--- config.mk ---
export PLATFORM = sky130hd
export DESIGN_NAME = mcg_top
export DESIGN_NICKNAME = d
export VERILOG_FILES = /design/src/core/mcg_top.v /design/src/core/mcg_src_sel.v /design/src/core/mcg_cmd_decode.v
export VERILOG_INCLUDE_DIRS = /design/src /design/src/core
export SDC_FILE = /design/constraint.sdc
export NUM_CORES = 1
export LEC_CHECK = 0
export ABC_AREA = 0
export BUFFER_PORTS_ARGS = -buffer_cell sky130_fd_sc_hd__buf_2
export CAP_MARGIN = 20
export CORE_MARGIN = 3
export CORE_UTILIZATION = 40
export CTS_CLUSTER_SIZE = 30
export DETAILED_ROUTE_END_ITERATION = 8
export SLEW_MARGIN = 0
export SYNTH_ARGS = -nofsm -noshare
export SYNTH_HDL_FRONTEND = slang
export SYNTH_SLANG_ARGS = --single-unit
--- constraint.sdc ---
create_clock -name ref_clk_i -period 21.3 [get_ports ref_clk_i]
set_input_delay 2.13 -clock ref_clk_i [delete_from_list [all_inputs] [get_ports ref_clk_i]]
set_output_delay 2.13 -clock ref_clk_i [all_outputs]
set_load 0.02 [all_outputs]
--- src/core/mcg_defines.vh ---
// Constants for the five-channel counter controller and its command decoder
`ifndef MCG_DEFINES_VH
`define MCG_DEFINES_VH
// ==========================================
// Command register
`define MCG_CMD_W        8
`define MCG_OP_PTR       3'h0
`define MCG_OP_ARM       3'h1
`define MCG_OP_LOAD      3'h2
`define MCG_OP_LDARM     3'h3
`define MCG_OP_DISSAVE   3'h4
`define MCG_OP_SAVE      3'h5
`define MCG_OP_DISARM    3'h6
`define MCG_OP_EXT       3'h7
`define MCG_SUB_CLR      2'h0
`define MCG_SUB_SET      2'h1
`define MCG_SUB_STEP     2'h2
`define MCG_SUB_MISC     2'h3
`define MCG_LO_SEQ       3'h0
`define MCG_LO_FREQUENCY_OUTPUT      3'h6
`define MCG_LO_BUS       3'h7
`define MCG_LO_PF_EN     3'h0
`define MCG_LO_PF_DIS    3'h1
`define MCG_LO_MRST      3'h7
`define MCG_GRP_BAD0     3'h0
`define MCG_GRP_BAD1     3'h6
// ==========================================
// Gating field codes
`define MCG_GT_NONE      3'h0
`define MCG_GT_TCLO      3'h1
`define MCG_GT_GUP       3'h2
`define MCG_GT_GLO       3'h3
`define MCG_GT_HI        3'h4
`define MCG_GT_LOW       3'h5
`define MCG_GT_EHI       3'h6
`define MCG_GT_ELO       3'h7
// ==========================================
// Counters, sources and reset values
`define MCG_NUM_SRC      16
`define MCG_CNT_RST      16'h0000
`define MCG_TERM_DN      16'h0001
`define MCG_TERM_UP      16'hFFFF
`define MCG_PRE_W        16
`define MCG_FTAP0        0
`define MCG_FTAP1        3
`define MCG_FTAP2        6
`define MCG_FTAP3        9
`define MCG_FTAP4        12
`endif

--- src/core/mcg_top.v ---
// Five 16-bit counters with source selection, hardware gating and command decoding
`timescale 1ns/1ps
`include "mcg_defines.vh"
// Notes on behaviour
// - polarity bit picks rising or falling edge
// - four-bit field picks one of 16 sources
// - lower neighbour terminal count chains counters
// - gating 000 counts whenever armed
// - 100 own gate high, 101 low
// - 010/011 use upper/lower neighbour gate pin
// - 110/111 start on gate edge, run cycle
// - with repeat, new edge restarts cycle
// - 001 gates on lower terminal count pulse
// - control port byte captured in command register
// - mask bits pick counters acted on together
// - counter number 1 to 5 selects one
// - top bits pick arm, load, save, disarm
// - group 000/110 never loads the pointer
// - toggle set, toggle clear and step
// - master mode bit set and clear commands
// - prefetch enable, disable and master reset
// - arm enables counting, zero bit unchanged
// - disarm during terminal count waits until leaving
// - arm restarts alternation from hold register
// - terminal count reloads from load or hold
// - retrigger saves count, reloads on next edge
module mcg_top
#(
   parameter NCNT = 5,
   parameter CW   = 16
)
(
   input  wire             ref_clk_i,
   input  wire             reset_i,
   input  wire [7:0]       cmd_data_i,
   input  wire             cmd_wr_i,
   input  wire [4:0]       count_input_pin_i,
   input  wire [4:0]       own_gate_pin_i,
   input  wire [4:0]       source_polarity_bit_i,
   input  wire [19:0]      source_select_i,
   input  wire [14:0]      gating_field_i,
   input  wire [4:0]       retrigger_bit_i,
   input  wire [4:0]       repeat_i,
   input  wire [4:0]       alt_reload_i,
   input  wire [4:0]       count_up_i,
   input  wire [NCNT*CW-1:0] load_value_i,
   output wire [NCNT*CW-1:0] count_o,
   output wire [NCNT*CW-1:0] hold_o,
   output wire [4:0]       terminal_count_o,
   output wire [4:0]       toggle_o,
   output wire [4:0]       armed_o,
   output reg  [1:0]       element_o,
   output reg  [2:0]       group_o,
   output reg              byte_pointer_o,
   output reg              pointer_sequencing_disable_bit_o,
   output reg              freq_out_gate_bit_o,
   output reg              bus_width_bit_o,
   output reg              write_prefetch_o,
   output reg              frequency_output_o
);
   // ==========================================
   // Command register
   reg  [7:0] command_byte;
   reg        cmd_valid;

   always @(posedge ref_clk_i or posedge reset_i)
   begin
      if (reset_i)
      begin
         command_byte <= 8'h00;
         cmd_valid <= 1'b0;
      end
      else
      begin
         cmd_valid <= cmd_wr_i;
         if (cmd_wr_i)
            command_byte <= cmd_data_i;
      end
   end

   wire [4:0] arm_m;
   wire [4:0] load_m;
   wire [4:0] dis_m;
   wire [4:0] save_m;
   wire [4:0] step_m;
   wire [4:0] tset_m;
   wire [4:0] tclr_m;
   wire       ptr_load;
   wire       seq_dis;
   wire       seq_en;
   wire       frequency_output_off;
   wire       frequency_output_on;
   wire       bus16;
   wire       bus8;
   wire       pf_en;
   wire       pf_dis;
   wire       mreset;

   mcg_cmd_decode u_dec
   (
      .cmd_i      (command_byte),
      .valid_i    (cmd_valid),
      .arm_o      (arm_m),
      .load_o     (load_m),
      .disarm_o   (dis_m),
      .save_o     (save_m),
      .step_o     (step_m),
      .tset_o     (tset_m),
      .tclr_o     (tclr_m),
      .ptr_load_o (ptr_load),
      .seq_dis_o  (seq_dis),
      .seq_en_o   (seq_en),
      .frequency_output_off_o (frequency_output_off),
      .frequency_output_on_o  (frequency_output_on),
      .bus16_o    (bus16),
      .bus8_o     (bus8),
      .pf_en_o    (pf_en),
      .pf_dis_o   (pf_dis),
      .mreset_o   (mreset)
   );

   // ==========================================
   // Master mode bits and data pointer
   reg [`MCG_PRE_W-1:0] prescale;
   wire [4:0]           freq_tap;
   assign freq_tap = {prescale[`MCG_FTAP4], prescale[`MCG_FTAP3], prescale[`MCG_FTAP2],
                      prescale[`MCG_FTAP1], prescale[`MCG_FTAP0]};

   always @(posedge ref_clk_i or posedge reset_i)
   begin
      if (reset_i)
      begin
         prescale <= {`MCG_PRE_W{1'b0}};
         element_o <= 2'h0;
         group_o <= 3'h0;
         byte_pointer_o <= 1'b0;
         pointer_sequencing_disable_bit_o <= 1'b0;
         freq_out_gate_bit_o <= 1'b0;
         bus_width_bit_o <= 1'b0;
         write_prefetch_o <= 1'b0;
         frequency_output_o <= 1'b0;
      end
      else if (mreset)
      begin
         prescale <= {`MCG_PRE_W{1'b0}};
         element_o <= 2'h0;
         group_o <= 3'h0;
         byte_pointer_o <= 1'b0;
         pointer_sequencing_disable_bit_o <= 1'b0;
         freq_out_gate_bit_o <= 1'b0;
         bus_width_bit_o <= 1'b0;
         write_prefetch_o <= 1'b0;
         frequency_output_o <= 1'b0;
      end
      else
      begin
         prescale <= prescale + 1'b1;
         frequency_output_o <= freq_tap[0] & ~freq_out_gate_bit_o;
         if (ptr_load)
         begin
            element_o <= command_byte[4:3];
            group_o <= command_byte[2:0];
            byte_pointer_o <= 1'b1;
         end
         if (seq_dis)
            pointer_sequencing_disable_bit_o <= 1'b1;
         if (seq_en)
            pointer_sequencing_disable_bit_o <= 1'b0;
         if (frequency_output_off)
            freq_out_gate_bit_o <= 1'b1;
         if (frequency_output_on)
            freq_out_gate_bit_o <= 1'b0;
         if (bus16)
            bus_width_bit_o <= 1'b1;
         if (bus8)
            bus_width_bit_o <= 1'b0;
         if (pf_en)
            write_prefetch_o <= 1'b1;
         if (pf_dis)
            write_prefetch_o <= 1'b0;
      end
   end

   // ==========================================
   // Counter channels
   wire [4:0] tc_w;
   genvar i;
   generate
      for (i = 0; i < NCNT; i = i + 1)
      begin : g_cnt
         localparam integer UPN = (i + 1) % NCNT;
         localparam integer LON = (i + NCNT - 1) % NCNT;
         wire          src_lvl;
         reg           src_q;
         reg           gate_lvl;
         reg           gate_q;
         reg  [CW-1:0] cnt;
         reg  [CW-1:0] hold;
         reg           armed;
         reg           tc;
         reg           tog;
         reg           run;
         reg           alt_sel;
         reg           dis_pend;
         reg           rt_pend;
         wire [2:0]    gm;
         wire [CW-1:0] ld_val;
         wire [CW-1:0] reload;
         wire [CW-1:0] cnt_next;
         wire          edge_mode;
         wire          gate_ok;
         wire          gate_edge;
         wire          qual;
         wire          at_term;
         wire          evt;
         wire          rt_fire;
         wire          rt_edge;
         wire          leave_tc;
         wire          last;

         mcg_src_sel u_src
         (
            .ref_clk_i   (ref_clk_i),
            .reset_i     (reset_i),
            .sel_i       (source_select_i[4*i +: 4]),
            .pol_i       (source_polarity_bit_i[i]),
            .tc_lower_i  (tc_w[LON]),
            .src_pins_i  (count_input_pin_i),
            .gate_pins_i (own_gate_pin_i),
            .freq_i      (freq_tap),
            .src_o       (src_lvl)
         );

         assign gm = gating_field_i[3*i +: 3];
         assign ld_val = load_value_i[CW*i +: CW];

         always @*
         begin
            case (gm)
               `MCG_GT_TCLO: gate_lvl = tc_w[LON];
               `MCG_GT_GUP:  gate_lvl = own_gate_pin_i[UPN];
               `MCG_GT_GLO:  gate_lvl = own_gate_pin_i[LON];
               `MCG_GT_HI:   gate_lvl = own_gate_pin_i[i];
               `MCG_GT_LOW:  gate_lvl = ~own_gate_pin_i[i];
               `MCG_GT_EHI:  gate_lvl = own_gate_pin_i[i];
               `MCG_GT_ELO:  gate_lvl = ~own_gate_pin_i[i];
               default:      gate_lvl = 1'b1;
            endcase
         end

         assign edge_mode = (gm == `MCG_GT_EHI) | (gm == `MCG_GT_ELO);
         assign gate_ok = (gm == `MCG_GT_NONE) ? 1'b1 : (edge_mode ? run : gate_lvl);
         assign gate_edge = gate_lvl & ~gate_q;
         // A counter in terminal count always takes the next edge so it cannot stick there
         assign qual = src_lvl & ~src_q & ((armed & gate_ok) | tc);
         assign at_term = count_up_i[i] ? (cnt == `MCG_TERM_UP) : (cnt == `MCG_TERM_DN);
         assign evt = qual | step_m[i] | (load_m[i] & at_term & ~tc);
         assign rt_edge = (gm != `MCG_GT_NONE) & retrigger_bit_i[i] & gate_edge;
         assign rt_fire = rt_pend & (qual | step_m[i] | load_m[i]);
         assign reload = (alt_reload_i[i] & ~alt_sel) ? hold : ld_val;
         assign cnt_next = count_up_i[i] ? cnt + 1'b1 : cnt - 1'b1;
         assign leave_tc = tc & ~rt_fire & ((evt & ~at_term) | (load_m[i] & ~evt));
         assign last = ~alt_reload_i[i] | alt_sel;

         always @(posedge ref_clk_i or posedge reset_i)
         begin
            if (reset_i)
            begin
               src_q <= 1'b0;
               // Starting high keeps a gate already active at release from faking an edge
               gate_q <= 1'b1;
               cnt <= `MCG_CNT_RST;
               hold <= `MCG_CNT_RST;
               armed <= 1'b0;
               tc <= 1'b0;
               tog <= 1'b0;
               run <= 1'b0;
               alt_sel <= 1'b0;
               dis_pend <= 1'b0;
               rt_pend <= 1'b0;
            end
            else if (mreset)
            begin
               src_q <= src_lvl;
               gate_q <= gate_lvl;
               cnt <= `MCG_CNT_RST;
               hold <= `MCG_CNT_RST;
               armed <= 1'b0;
               tc <= 1'b0;
               tog <= 1'b0;
               run <= 1'b0;
               alt_sel <= 1'b0;
               dis_pend <= 1'b0;
               rt_pend <= 1'b0;
            end
            else
            begin
               src_q <= src_lvl;
               gate_q <= gate_lvl;
               if (save_m[i] | rt_edge)
                  hold <= cnt;
               if (rt_fire)
               begin
                  cnt <= ld_val;
                  rt_pend <= 1'b0;
               end
               else if (evt)
               begin
                  if (at_term)
                  begin
                     cnt <= reload;
                     tc <= 1'b1;
                     alt_sel <= ~alt_sel;
                     if (tc)
                        tog <= ~tog;
                     if (last)
                     begin
                        if (~repeat_i[i])
                           armed <= 1'b0;
                        if (edge_mode)
                           run <= 1'b0;
                     end
                  end
                  else
                     cnt <= cnt_next;
               end
               else if (load_m[i])
                  cnt <= reload;
               if (leave_tc)
               begin
                  tc <= 1'b0;
                  tog <= ~tog;
                  if (dis_pend)
                  begin
                     armed <= 1'b0;
                     dis_pend <= 1'b0;
                  end
               end
               if (rt_edge)
                  rt_pend <= 1'b1;
               // Edge arriving as the cycle ends restarts it rather than being lost
               if (edge_mode & gate_edge & armed)
                  run <= 1'b1;
               if (dis_m[i])
               begin
                  if (tc & ~leave_tc)
                     dis_pend <= 1'b1;
                  else
                     armed <= 1'b0;
               end
               if (arm_m[i])
               begin
                  armed <= 1'b1;
                  dis_pend <= 1'b0;
                  alt_sel <= 1'b0;
               end
               if (tset_m[i])
                  tog <= 1'b1;
               if (tclr_m[i])
                  tog <= 1'b0;
            end
         end

         assign tc_w[i] = tc;
         assign count_o[CW*i +: CW] = cnt;
         assign hold_o[CW*i +: CW] = hold;
         assign terminal_count_o[i] = tc;
         assign toggle_o[i] = tog;
         assign armed_o[i] = armed;
      end
   endgenerate
endmodule

--- src/core/mcg_src_sel.v ---
// Count source selector with edge polarity for one counter
`timescale 1ns/1ps
`include "mcg_defines.vh"
module mcg_src_sel
(
   input  wire       ref_clk_i,
   input  wire       reset_i,
   input  wire [3:0] sel_i,
   input  wire       pol_i,
   input  wire       tc_lower_i,
   input  wire [4:0] src_pins_i,
   input  wire [4:0] gate_pins_i,
   input  wire [4:0] freq_i,
   output reg        src_o
);
   // ==========================================
   // Selection
   // Order: lower terminal count, source pins, gate pins, internal taps
   wire [`MCG_NUM_SRC-1:0] cand;
   assign cand = {freq_i, gate_pins_i, src_pins_i, tc_lower_i};

   // Inverting the level makes a falling edge look like a rising one downstream
   always @(posedge ref_clk_i or posedge reset_i)
   begin
      if (reset_i)
         src_o <= 1'b0;
      else
         src_o <= cand[sel_i] ^ pol_i;
   end
endmodule

--- src/core/mcg_cmd_decode.v ---
// Command byte decoder producing per-counter and master-mode strobes
`timescale 1ns/1ps
`include "mcg_defines.vh"
module mcg_cmd_decode
(
   input  wire [7:0] cmd_i,
   input  wire       valid_i,
   output reg  [4:0] arm_o,
   output reg  [4:0] load_o,
   output reg  [4:0] disarm_o,
   output reg  [4:0] save_o,
   output reg  [4:0] step_o,
   output reg  [4:0] tset_o,
   output reg  [4:0] tclr_o,
   output reg        ptr_load_o,
   output reg        seq_dis_o,
   output reg        seq_en_o,
   output reg        frequency_output_off_o,
   output reg        frequency_output_on_o,
   output reg        bus16_o,
   output reg        bus8_o,
   output reg        pf_en_o,
   output reg        pf_dis_o,
   output reg        mreset_o
);
   // ==========================================
   // Counter number to one-hot; 000, 110 and 111 select nothing
   function [4:0] num_hot;
      input [2:0] n;
      begin
         case (n)
            3'h1:    num_hot = 5'h01;
            3'h2:    num_hot = 5'h02;
            3'h3:    num_hot = 5'h04;
            3'h4:    num_hot = 5'h08;
            3'h5:    num_hot = 5'h10;
            default: num_hot = 5'h00;
         endcase
      end
   endfunction

   // ==========================================
   // Decode
   wire [2:0] op;
   wire [1:0] sub;
   wire [2:0] lo;
   wire [4:0] mask;
   assign op   = cmd_i[7:5];
   assign sub  = cmd_i[4:3];
   assign lo   = cmd_i[2:0];
   assign mask = valid_i ? cmd_i[4:0] : 5'h00;

   always @*
   begin
      arm_o = 5'h00;
      load_o = 5'h00;
      disarm_o = 5'h00;
      save_o = 5'h00;
      step_o = 5'h00;
      tset_o = 5'h00;
      tclr_o = 5'h00;
      ptr_load_o = 1'b0;
      seq_dis_o = 1'b0;
      seq_en_o = 1'b0;
      frequency_output_off_o = 1'b0;
      frequency_output_on_o = 1'b0;
      bus16_o = 1'b0;
      bus8_o = 1'b0;
      pf_en_o = 1'b0;
      pf_dis_o = 1'b0;
      mreset_o = 1'b0;
      // Codes outside the table fall through with every strobe low
      case (op)
         `MCG_OP_PTR:
            ptr_load_o = valid_i & (lo != `MCG_GRP_BAD0) & (lo != `MCG_GRP_BAD1);
         `MCG_OP_ARM:     arm_o = mask;
         `MCG_OP_LOAD:    load_o = mask;
         `MCG_OP_LDARM:
         begin
            load_o = mask;
            arm_o = mask;
         end
         `MCG_OP_DISSAVE:
         begin
            disarm_o = mask;
            save_o = mask;
         end
         `MCG_OP_SAVE:    save_o = mask;
         `MCG_OP_DISARM:  disarm_o = mask;
         `MCG_OP_EXT:
         begin
            case (sub)
               `MCG_SUB_SET:
               begin
                  tset_o = valid_i ? num_hot(lo) : 5'h00;
                  seq_dis_o = valid_i & (lo == `MCG_LO_SEQ);
                  frequency_output_off_o = valid_i & (lo == `MCG_LO_FREQUENCY_OUTPUT);
                  bus16_o = valid_i & (lo == `MCG_LO_BUS);
               end
               `MCG_SUB_CLR:
               begin
                  tclr_o = valid_i ? num_hot(lo) : 5'h00;
                  seq_en_o = valid_i & (lo == `MCG_LO_SEQ);
                  frequency_output_on_o = valid_i & (lo == `MCG_LO_FREQUENCY_OUTPUT);
                  bus8_o = valid_i & (lo == `MCG_LO_BUS);
               end
               `MCG_SUB_STEP:   step_o = valid_i ? num_hot(lo) : 5'h00;
               `MCG_SUB_MISC:
               begin
                  pf_en_o = valid_i & (lo == `MCG_LO_PF_EN);
                  pf_dis_o = valid_i & (lo == `MCG_LO_PF_DIS);
                  mreset_o = valid_i & (lo == `MCG_LO_MRST);
               end
               default:   step_o = 5'h00;
            endcase
         end
         default:   arm_o = 5'h00;
      endcase
   end
endmodule

==> flow_metrics.tcl, run 1 <==
set metrics [dict create \
    swShare_pct 46.1 \
    most-common-layout-cells "346 x buf_2, 238 x nand2_1, 238 x dfrtp_1" \
    yosysSeqAreaShare_pct 37.3 \
    slew_viol_final 0 \
    grt_max_degree 110 \
    syn-cell-area_sq_mm 0.0163 \
    ctsResizeCount 0 \
    period_share_pct 20.7 \
    placed_area_sq_mm 0.0181 \
    clock_latency_ps 580 \
    drtAntennaViolNets 0 \
    antenna_found_initial 9 \
    intPower_mw 1.37 \
    fmax_mhz 227 \
    finalCriticalPeriod_ps 4400 \
    rsz0062_at_grt "false" \
    clockBufferDepth 3 \
    outcome "complete, no violations" \
    initial_core_util_pct 40.8 \
    gr-total-overflow 0 \
    die-height_um 208 \
    cts_buffers 31 \
    async_flop_share_pct 100 \
    crit_buf_inv 1 \
    drcViolationCount 0 \
    core_area_sq_mm 0.0400 \
    powerDensity_mw_per_mm2 133 \
    crit_path_max_incr_delay_ps 720 \
    synth-edff-count 0 \
    vias_per_cell 5.99 \
    die_x_um 208 \
    post_cts_buffers 0 \
    cts_root_buffer "clkbuf_16" \
    cp.arrival_ps 4870 \
    h-tree-depth 1 \
    seq_power_share_pct 38.2 \
    place.port_buffers 346 \
    io-pin-count 347 \
    p_leak_nw 8.41 \
    crit_family "compound AO/OA/AOI/OAI gates" \
    endpoint_kind "flop" \
    nets 2312 \
    synthToLayoutAreaGrowth_pct 17.4 \
    die_area_sq_mm 0.0433 \
    setup_viol 0 \
    drt-total-wl_mm 57.1 \
    reg2reg_setup_slack_ps 17550 \
    vdd_drop_max_mv 0.0684 \
    wl_per_cell_um 21.2 \
    path_class "input pin to flop" \
    place_congestion 0.905 \
    relSlewSlack_pct 28.9 \
    syn_nets 2088 \
    ys.flop_type "dfrtp_1" \
    crit_fanout 15 \
    clkSinkCount 243 \
    synth-seq-cells 243 \
    dpl.hpwl_mm 40.2 \
    grt_pass1_wl_mm 88.9 \
    final_common_cell "buf_2" \
    dr.pass1.iters 6 \
    synthTopCellsByArea "dfrtp_1 36%, nand2_1 5.5%, o21ai_0 5.3%" \
    ys_types 92 \
    std_cell_rows 73 \
    cp-start-kind "input pin" \
    fin_area_sq_mm 0.0192 \
    yosys_warnings 0 \
    fillers 3947 \
    clkPwrFrac_pct 21.4 \
    min_path_type "flop to flop" \
    crit_required_ps 21770 \
    critical_path.slowest_cell "a21oi_1" \
    holdBufCountCts 0 \
    yosysTopAreaCell "dfrtp_1" \
    grt_pass1_vias 15300 \
    grt.total_usage_pct 25.2 \
    via_count 16100 \
    drive_above_1_share_pct 23.1 \
    drt_iter0_markers 1314 \
    dp_cells 2625 \
    p_sw_mw 1.17 \
    comb_power_share_pct 40.4 \
    crit_chain "buf_2 -> or4_1 -> nor2_1 -> a41oi_1 -> a21oi_1 -> o21ai_0 -> a311oi_1" \
    postLayoutCoreUtil_pct 47.9 \
    finalHoldViolations 0 \
    synthCells 1911 \
    syn_area_per_cell_sq_um 8.54 \
    skew_ps 15.8 \
    cts.clk_slew.worst_paths_ps 60 \
    tns_ps 0 \
    worst_slew_pin_slew_ps 1060 \
    layout.cells.non_filler 2687 \
    cts_tree "done" \
    max_cap_violations 0 \
    synth_top_area_share_pct 36.5 \
]
==> metal layers <==
layer  share of wire (%)  GRT usage, %  vias to the layer above
li1                    -             -                     7483
met1                  45          36.2                     7856
met2                  45          38.5                      649
met3                 8.1          5.74                       98
met4                 2.2          6.44                       14
met5                0.16             0                        -
==> registers in the layout, summed over array words and instances (netlist names), 8 cells and up <==
| signal | flops |
|---|---|
| g_cnt.hold | 80 |
| prescale | 13 |
| g_cnt.cnt | 80 |
| command_byte | 8 |
==> cells by family after synthesis <==
kind of cell / count (synthesis) / synth area share (%)
mux: 76 / 6.65
flops: 243 / 37.3
simple gates: 736 / 22.6
compound gates: 520 / 20.9
xor+xnor: 98 / 5.26
buf+inv: 222 / 6.08
fa+ha+maj: 16 / 1.23
==> metrics by stage <==
stage	worst slack [ps]	power (mW)	hold slack, ps
2_1_floorplan	12510	1.63	346
3_3_place_gp	16470	1.97	395
3_5_place_dp	16380	2.00	400
4_1_cts	17000	2.55	423
5_1_grt	16740	2.71	455
6_report	16900	2.54	418
==> power groups by stage <==
stage / clock network, mW / logic [mW] / registers, mW
detailed placement: 0 / 1.02 / 0.971
global route: 0.577 / 1.13 / 1.01
finish: 0.545 / 1.03 / 0.971
CTS: 0.557 / 1.03 / 0.965
global placement: 0 / 1.01 / 0.964
floorplan: 0 / 0.638 / 0.987
==> final timing paths <==
kind | cells past startpoint | start | end
setup / recovery | 7 | count_up_i[0] | g_cnt[0].cnt[7]
hold / removal | 0 | g_cnt[3].u_src.src_o | g_cnt[3].src_q
setup reg to reg | 7 | cmd_valid | g_cnt[2].cnt[13]
hold reg to reg | 0 | g_cnt[3].u_src.src_o | g_cnt[3].src_q
max in group asynchronous | 3 | reset_i | g_cnt[3].hold[12]
min in group asynchronous | 2 | reset_i | g_cnt[2].hold[7]
==> Yosys cell counts, drive strengths merged (6+ instances only) <==
cell	number
nor4	32
nor2b	21
o22ai	14
a32o	8
xnor2	50
mux2i	42
nand4	28
or3	21
nand2b	20
nor3b	9
clkbuf	115
or2	8
a41oi	11
and4	12
nand2	239
a221oi	17
a32oi	20
nor4b	10
and2	15
a21o	8
o21ai	180
a22oi	15
o211ai	21
inv	49
buf	56
mux4	25
a21oi	95
nor3	72
ha	16
o31ai	23
a311oi	14
nor2	125
a31oi	22
a211oi	19
o221ai	6
xor2	48
or4	15
and3	27
mux2	9
nand3	67
dfrtp	238
==> layout make-up <==
cell class | instances | area [sq um] | area share, %
multi-input cells | 1446 | 9300 | 48.5
clock inverters | 13 | 148 | 0.771
flip-flops and latches | 243 | 6090 | 31.8
clock buffers | 44 | 905 | 4.72
repair buffers | 362 | 1860 | 9.69
diodes | 3 | 7.51 | 0.0392
inverters | 51 | 199 | 1.04
well taps | 525 | 657 | 3.43
==> worst reg2reg max path, stage by stage (launching register included) <==
cell	delay (ps)
dfrtp_1	670
nand3_1	390
nor3_1	650
a221oi_2	270
a21oi_2	800
o21ai_2	340
a221oi_1	400
nor3_1	90
Power figures use the tool's default switching activity.
==> run 2: changes to the inputs <==
clock period = 4 ns   (was 21.3 ns; I/O delays follow)
==> flow_metrics.tcl, run 2 (synthesis gave the netlist of run 1 again) <==
set metrics [dict create \
    max_cap_violations 0 \
    finalCriticalPeriod_ps 3280 \
    finalHoldViolations 0 \
    slew_viol_final 0 \
    path_class "flop to flop" \
    skew_ps 13.6 \
    drcViolationCount 0 \
    p_leak_nw 8.48 \
    met2_length_mm 26.3 \
    met3_length_mm 4.10 \
    die_area_sq_mm 0.0433 \
    min_path_type "input pin to flop" \
    clockBufferDepth 3 \
    powerDensity_mw_per_mm2 702 \
    io-pin-count 347 \
    cts_buffers 30 \
    crit_required_ps 4470 \
    std_cell_rows 73 \
    cts.clk_slew.worst_paths_ps 60 \
    final_common_cell "buf_2" \
    cts_root_buffer "clkbuf_16" \
    cts_tree "done" \
    drt_iter0_markers 1207 \
    fmax_mhz 305 \
    most-common-layout-cells "346 x buf_2, 238 x nand2_1, 238 x dfrtp_1" \
    worst_slew_pin_slew_ps 1120 \
    synthToLayoutAreaGrowth_pct 18.3 \
    tns_ps 0 \
    highest_layer "met5" \
    crit_fanout 14 \
    drtAntennaViolNets 0 \
    dpl.hpwl_mm 41.0 \
    reg2reg_setup_slack_ps 720 \
    initial_core_util_pct 40.8 \
    vdd_drop_max_mv 0.351 \
    gr-total-overflow 0 \
    endpoint_kind "flop" \
    drt-total-wl_mm 57.6 \
    period_share_pct 82.1 \
    fin_area_sq_mm 0.0193 \
    setup_viol 0 \
    via_count 16100 \
    dr.pass1.iters 5 \
    clock_latency_ps 570 \
    place.port_buffers 346 \
    rsz0062_at_grt "false" \
    post_cts_buffers 0 \
    clkSinkCount 243 \
    drt-met1-wl_mm 25.7 \
    top_regs "g_cnt.cnt (80), g_cnt.hold (80), prescale (13)" \
    outcome "complete, no violations" \
    h-tree-depth 1 \
    grt_max_degree 158 \
    nets 2327 \
    grt.total_usage_pct 25.6 \
    antenna_found_initial 11 \
    grt_pass1_vias 15400 \
    die-height_um 208 \
    cp.arrival_ps 3760 \
    core_area_sq_mm 0.0400 \
    placed_area_sq_mm 0.0182 \
    relSlewSlack_pct 24.6 \
    grt_pass1_wl_mm 90.7 \
    cp-start-kind "flop" \
    wl_per_cell_um 21.3 \
    die_x_um 208 \
    place_congestion 0.948 \
    vias_per_cell 5.96 \
    drive_above_1_share_pct 23.4 \
]
[run 2: critical path, cell delays in order, from the launching register on]
cell	delay (ps)
dfrtp_1	580
nand3_1	310
o41ai_1	700
a211oi_2	160
and2_1	320
nor2_1	640
o21ai_0	200
o31ai_1	270
[run 2: final cells by class]
| type | instances | area [sq um] |
|---|---|---|
| Fill cell | 3994 | 20700 |
| Clock buffer | 48 | 940 |
| Tap cell | 525 | 657 |
| Inverter | 51 | 195 |
| Sequential cell | 243 | 6090 |
| Multi-Input combinational cell | 1446 | 9300 |
| Clock inverter | 8 | 115 |
| Timing Repair Buffer | 378 | 2000 |
| Antenna cell | 8 | 20.0 |
[run 2: power breakdown]
| part | switching [mW] | internal [mW] | leakage, nW |
|---|---|---|---|
| Combinational | 3.35 | 2.14 | 5.05 |
| Sequential | 1.75 | 3.42 | 2.91 |
| Clock | 1.11 | 1.79 | 0.524 |
[run 2: path summary, 6_finish.rpt]
path,cells after the start,end,start
max in group asynchronous,4,g_cnt[4].hold[14],reset_i
max,7,g_cnt[4].cnt[9],cmd_valid
min reg2reg,0,g_cnt[2].src_q,g_cnt[2].u_src.src_o
min in group asynchronous,4,g_cnt[2].hold[15],reset_i
max reg2reg,7,g_cnt[4].cnt[9],cmd_valid
min,2,g_cnt[1].u_src.src_o,source_polarity_bit_i[1]
[run 2: metrics by stage]
stage               worst slack [ps]  total power [mW]  instances  util, %  hold WS (ps)
global route                     413              14.5       2706     48.3          23.5
detailed placement               807              10.7       2641     45.5           398
floorplan                        414              8.66       1911        -           346
global placement                 873              10.6       2641     45.5           388
finish                           716              13.6       2707     48.3          35.5
CTS                              743              13.6       2699     48.2          1.57
[run 2: per-layer routing]
layer	global-route usage, %	vias to the layer above
li1	-	7499
met1	36.0	7901
met2	39.9	627
met3	4.99	97
met4	8.04	8
met5	0	-
[run 2: what timing repair did]
item,4_1_cts,5_1_grt
endpoints found under the hold margin,30,0
hold buffers,2,0
resized for setup,0,0
==> run 3: changes to the inputs <==
ABC_AREA = 1   (was 0)
clock period = 3 ns   (was 4 ns; I/O delays follow)
==> flow_metrics.tcl, run 3 <==
set metrics [dict create \
    path_class "flop to flop" \
    cts_root_buffer "clkbuf_16" \
    vdd_drop_max_mv 0.548 \
    tns_ps 0 \
    dp_cells 3539 \
    multi_input_comb_area_sq_mm 0.00983 \
    setup_viol 0 \
    powerDensity_mw_per_mm2 873 \
    cts_buffers 31 \
    h-tree-depth 1 \
    drt-total-wl_mm 62.9 \
    post_cts_buffers 0 \
    grt.total_usage_pct 25.5 \
    drtAntennaViolNets 0 \
    async_flop_share_pct 100 \
    gr-total-overflow 0 \
    synth_common_cells "584 x nand2_1, 334 x o21ai_0, 318 x inv_1" \
    yosysSeqAreaShare_pct 33.9 \
    fin_area_sq_mm 0.0214 \
    finalHoldViolations 0 \
    die_x_um 218 \
    synth_top_area_share_pct 33.1 \
    worst_slew_pin_slew_ps 708 \
    crit_family "simple AND/OR/NAND/NOR gates" \
    via_count 19300 \
    crit_fanout 23 \
    clockBufferDepth 3 \
    fillers 4608 \
    yosys_warnings 0 \
    crit_required_ps 3450 \
    crit_buf_inv 2 \
    cp-start-kind "flop" \
    yosysTopAreaCell "dfrtp_1" \
    synth-seq-cells 243 \
    cts.clk_slew.worst_paths_ps 60 \
    nets 3194 \
    cp.arrival_ps 3180 \
    most-common-layout-cells "584 x nand2_1, 346 x buf_2, 334 x o21ai_0" \
    drive_above_1_share_pct 16.3 \
    placed_area_sq_mm 0.0200 \
    synthTopCellsByArea "dfrtp_1 33%, nand2_1 12%, o21ai_0 9.3%" \
    antenna_found_initial 7 \
    clock_latency_ps 580 \
    top_regs "g_cnt.cnt (80), g_cnt.hold (80), prescale (13)" \
    die_area_sq_mm 0.0475 \
    cts_tree "done" \
    fmax_mhz 367 \
    crit_path_max_incr_delay_ps 500 \
    synth-edff-count 0 \
    p_leak_nw 10.6 \
    drt_iter0_markers 1673 \
    regArea_sq_mm 0.00609 \
    grt_pass1_wl_mm 98.6 \
    syn-cell-area_sq_mm 0.0180 \
    dpl.hpwl_mm 46.8 \
    die-height_um 218 \
    crit_chain "ha_1 -> nand3_1 -> nor2_1 -> nand2_1 -> nor3_2 -> nand2_1 -> nand2_1 -> inv_1 -> nand2_1 -> buf_4 -> nand2_1 -> o21ai_0 -> o22ai_1 -> nand2_1 -> o21ai_1" \
    io-pin-count 347 \
    grt_pass1_vias 17600 \
    syn_nets 2896 \
    min_path_type "input pin to flop" \
    dr.pass1.iters 6 \
    clkSinkCount 243 \
    finalCriticalPeriod_ps 2730 \
    critical_path.slowest_cell "dfrtp_2" \
    slew_viol_final 0 \
    wl_per_cell_um 17.3 \
    crit_path_frequent_cell "nand2_1" \
    vias_per_cell 5.32 \
    synthToLayoutAreaGrowth_pct 19.0 \
    rsz0062_at_grt "false" \
    drcViolationCount 0 \
    synthMostInstantiatedCell "nand2_1" \
    initial_core_util_pct 40.6 \
    final_common_cell "nand2_1" \
    syn_area_per_cell_sq_um 6.61 \
    layout.cells.non_filler 3637 \
    ys.flop_type "dfrtp_1" \
    relSlewSlack_pct 52.4 \
    max_cap_violations 0 \
    core_area_sq_mm 0.0443 \
    synthCells 2719 \
    endpoint_kind "flop" \
    skew_ps 22.6 \
    grt_max_degree 82 \
    place.port_buffers 346 \
    outcome "complete, no violations" \
    period_share_pct 90.8 \
    std_cell_rows 77 \
    place_congestion 0.953 \
    ys_types 53 \
]
run 3: cell count changes in the layout (fill, tap and decap cells not counted), sizes merged, moves of 22 or more:
cell / before / now
inv: 48 / 332
mux2i: 42 / 1
nand2: 239 / 600
xor2: 48 / 83
nand4: 28 / 50
nor2: 125 / 293
o21ai: 180 / 353
nand3: 67 / 277
mux4: 25 / 0
dlygate4sd3: 2 / 37
xnor2: 50 / 7
and3: 27 / 0
nor4: 32 / 7
a31oi: 22 / 47
run 3: worst reg2reg max path, delay by kind of cell (launching register included):
kind	cells	cell delay [ps]
and+or+nand+nor	9	1210
DFF	1	500
buffers and inverters	2	420
AOI/OAI and AO/OA	3	250
adders and majority gates	1	220
run 3: cells by family (layout without fill, tap and decap cells):
| family | Yosys count | in the layout | synth area share, % |
|---|---|---|---|
| AND/OR/NAND/NOR | 1301 | 1301 | 31.8 |
| AO/OA/AOI/OAI | 575 | 575 | 17.3 |
| buffers and inverters | 493 | 813 | 11.5 |
| multiplexers | 1 | 1 | 0.0557 |
| XOR/XNOR | 90 | 90 | 4.38 |
| flip-flops | 243 | 243 | 33.9 |
| adder cells (fa/ha/maj) | 16 | 16 | 1.11 |
| other | 0 | 6 | 0 |
run 3: what timing repair did:
| item | CTS | global route |
|---|---|---|
| endpoints found under the hold margin | 53 | 0 |
| setup endpoints to repair | 0 | 18 |
| gates resized for setup | 0 | 3 |
| hold buffers | 37 | 0 |
run 3: per-layer routing:
layer / GRT usage [%] / wire length, um / vias to the layer above
met4: 6.00 / 1430 / 2
met2: 39.8 / 27900 / 685
met1: 36.5 / 28900 / 9039
met3: 4.83 / 4680 / 78
li1: - / - / 9535
met5: 0 / 7 / -
run 3: path summary, 6_finish.rpt:
check,cells after the start,end,start,slack (ps)
min reg2reg,0,g_cnt[4].src_q,g_cnt[4].u_src.src_o,370
max,15,g_cnt[2].cnt[9],g_cnt[2].cnt[0],270
max reg2reg,15,g_cnt[2].cnt[9],g_cnt[2].cnt[0],270
max in group asynchronous,4,g_cnt[4].run,reset_i,1770
min in group asynchronous,3,group_o[2],reset_i,340
min,3,g_cnt[0].cnt[1],load_value_i[1],30
run 3: where the power goes:
group	internal (mW)	switching [mW]	leakage (nW)	total (mW)
Combinational	2.87	5.56	7.20	8.43
Sequential	4.56	1.90	2.91	6.46
Clock	2.28	1.51	0.494	3.79
Total	9.71	8.97	10.6	18.7
run 3: final cells by class:
cell class / instances / area share (%)
diodes: 6 / 0.0702
clock buffers: 49 / 4.36
clock inverters: 6 / 0.398
inverters: 336 / 5.93
multi-input cells: 1983 / 46.0
flip-flops and latches: 243 / 28.5
well taps: 592 / 3.46
repair buffers: 422 / 11.4
run 3: stage by stage:
stage	power [mW]	util [%]	setup slack (ps)	hold slack (ps)
floorplan	12.0	-	-486	331
global placement	14.7	45.1	239	359
detailed placement	14.8	45.1	189	362
CTS	18.8	48.2	172	0.0498
global route	20.1	48.3	4.15	18.7
finish	18.7	48.3	275	28.9
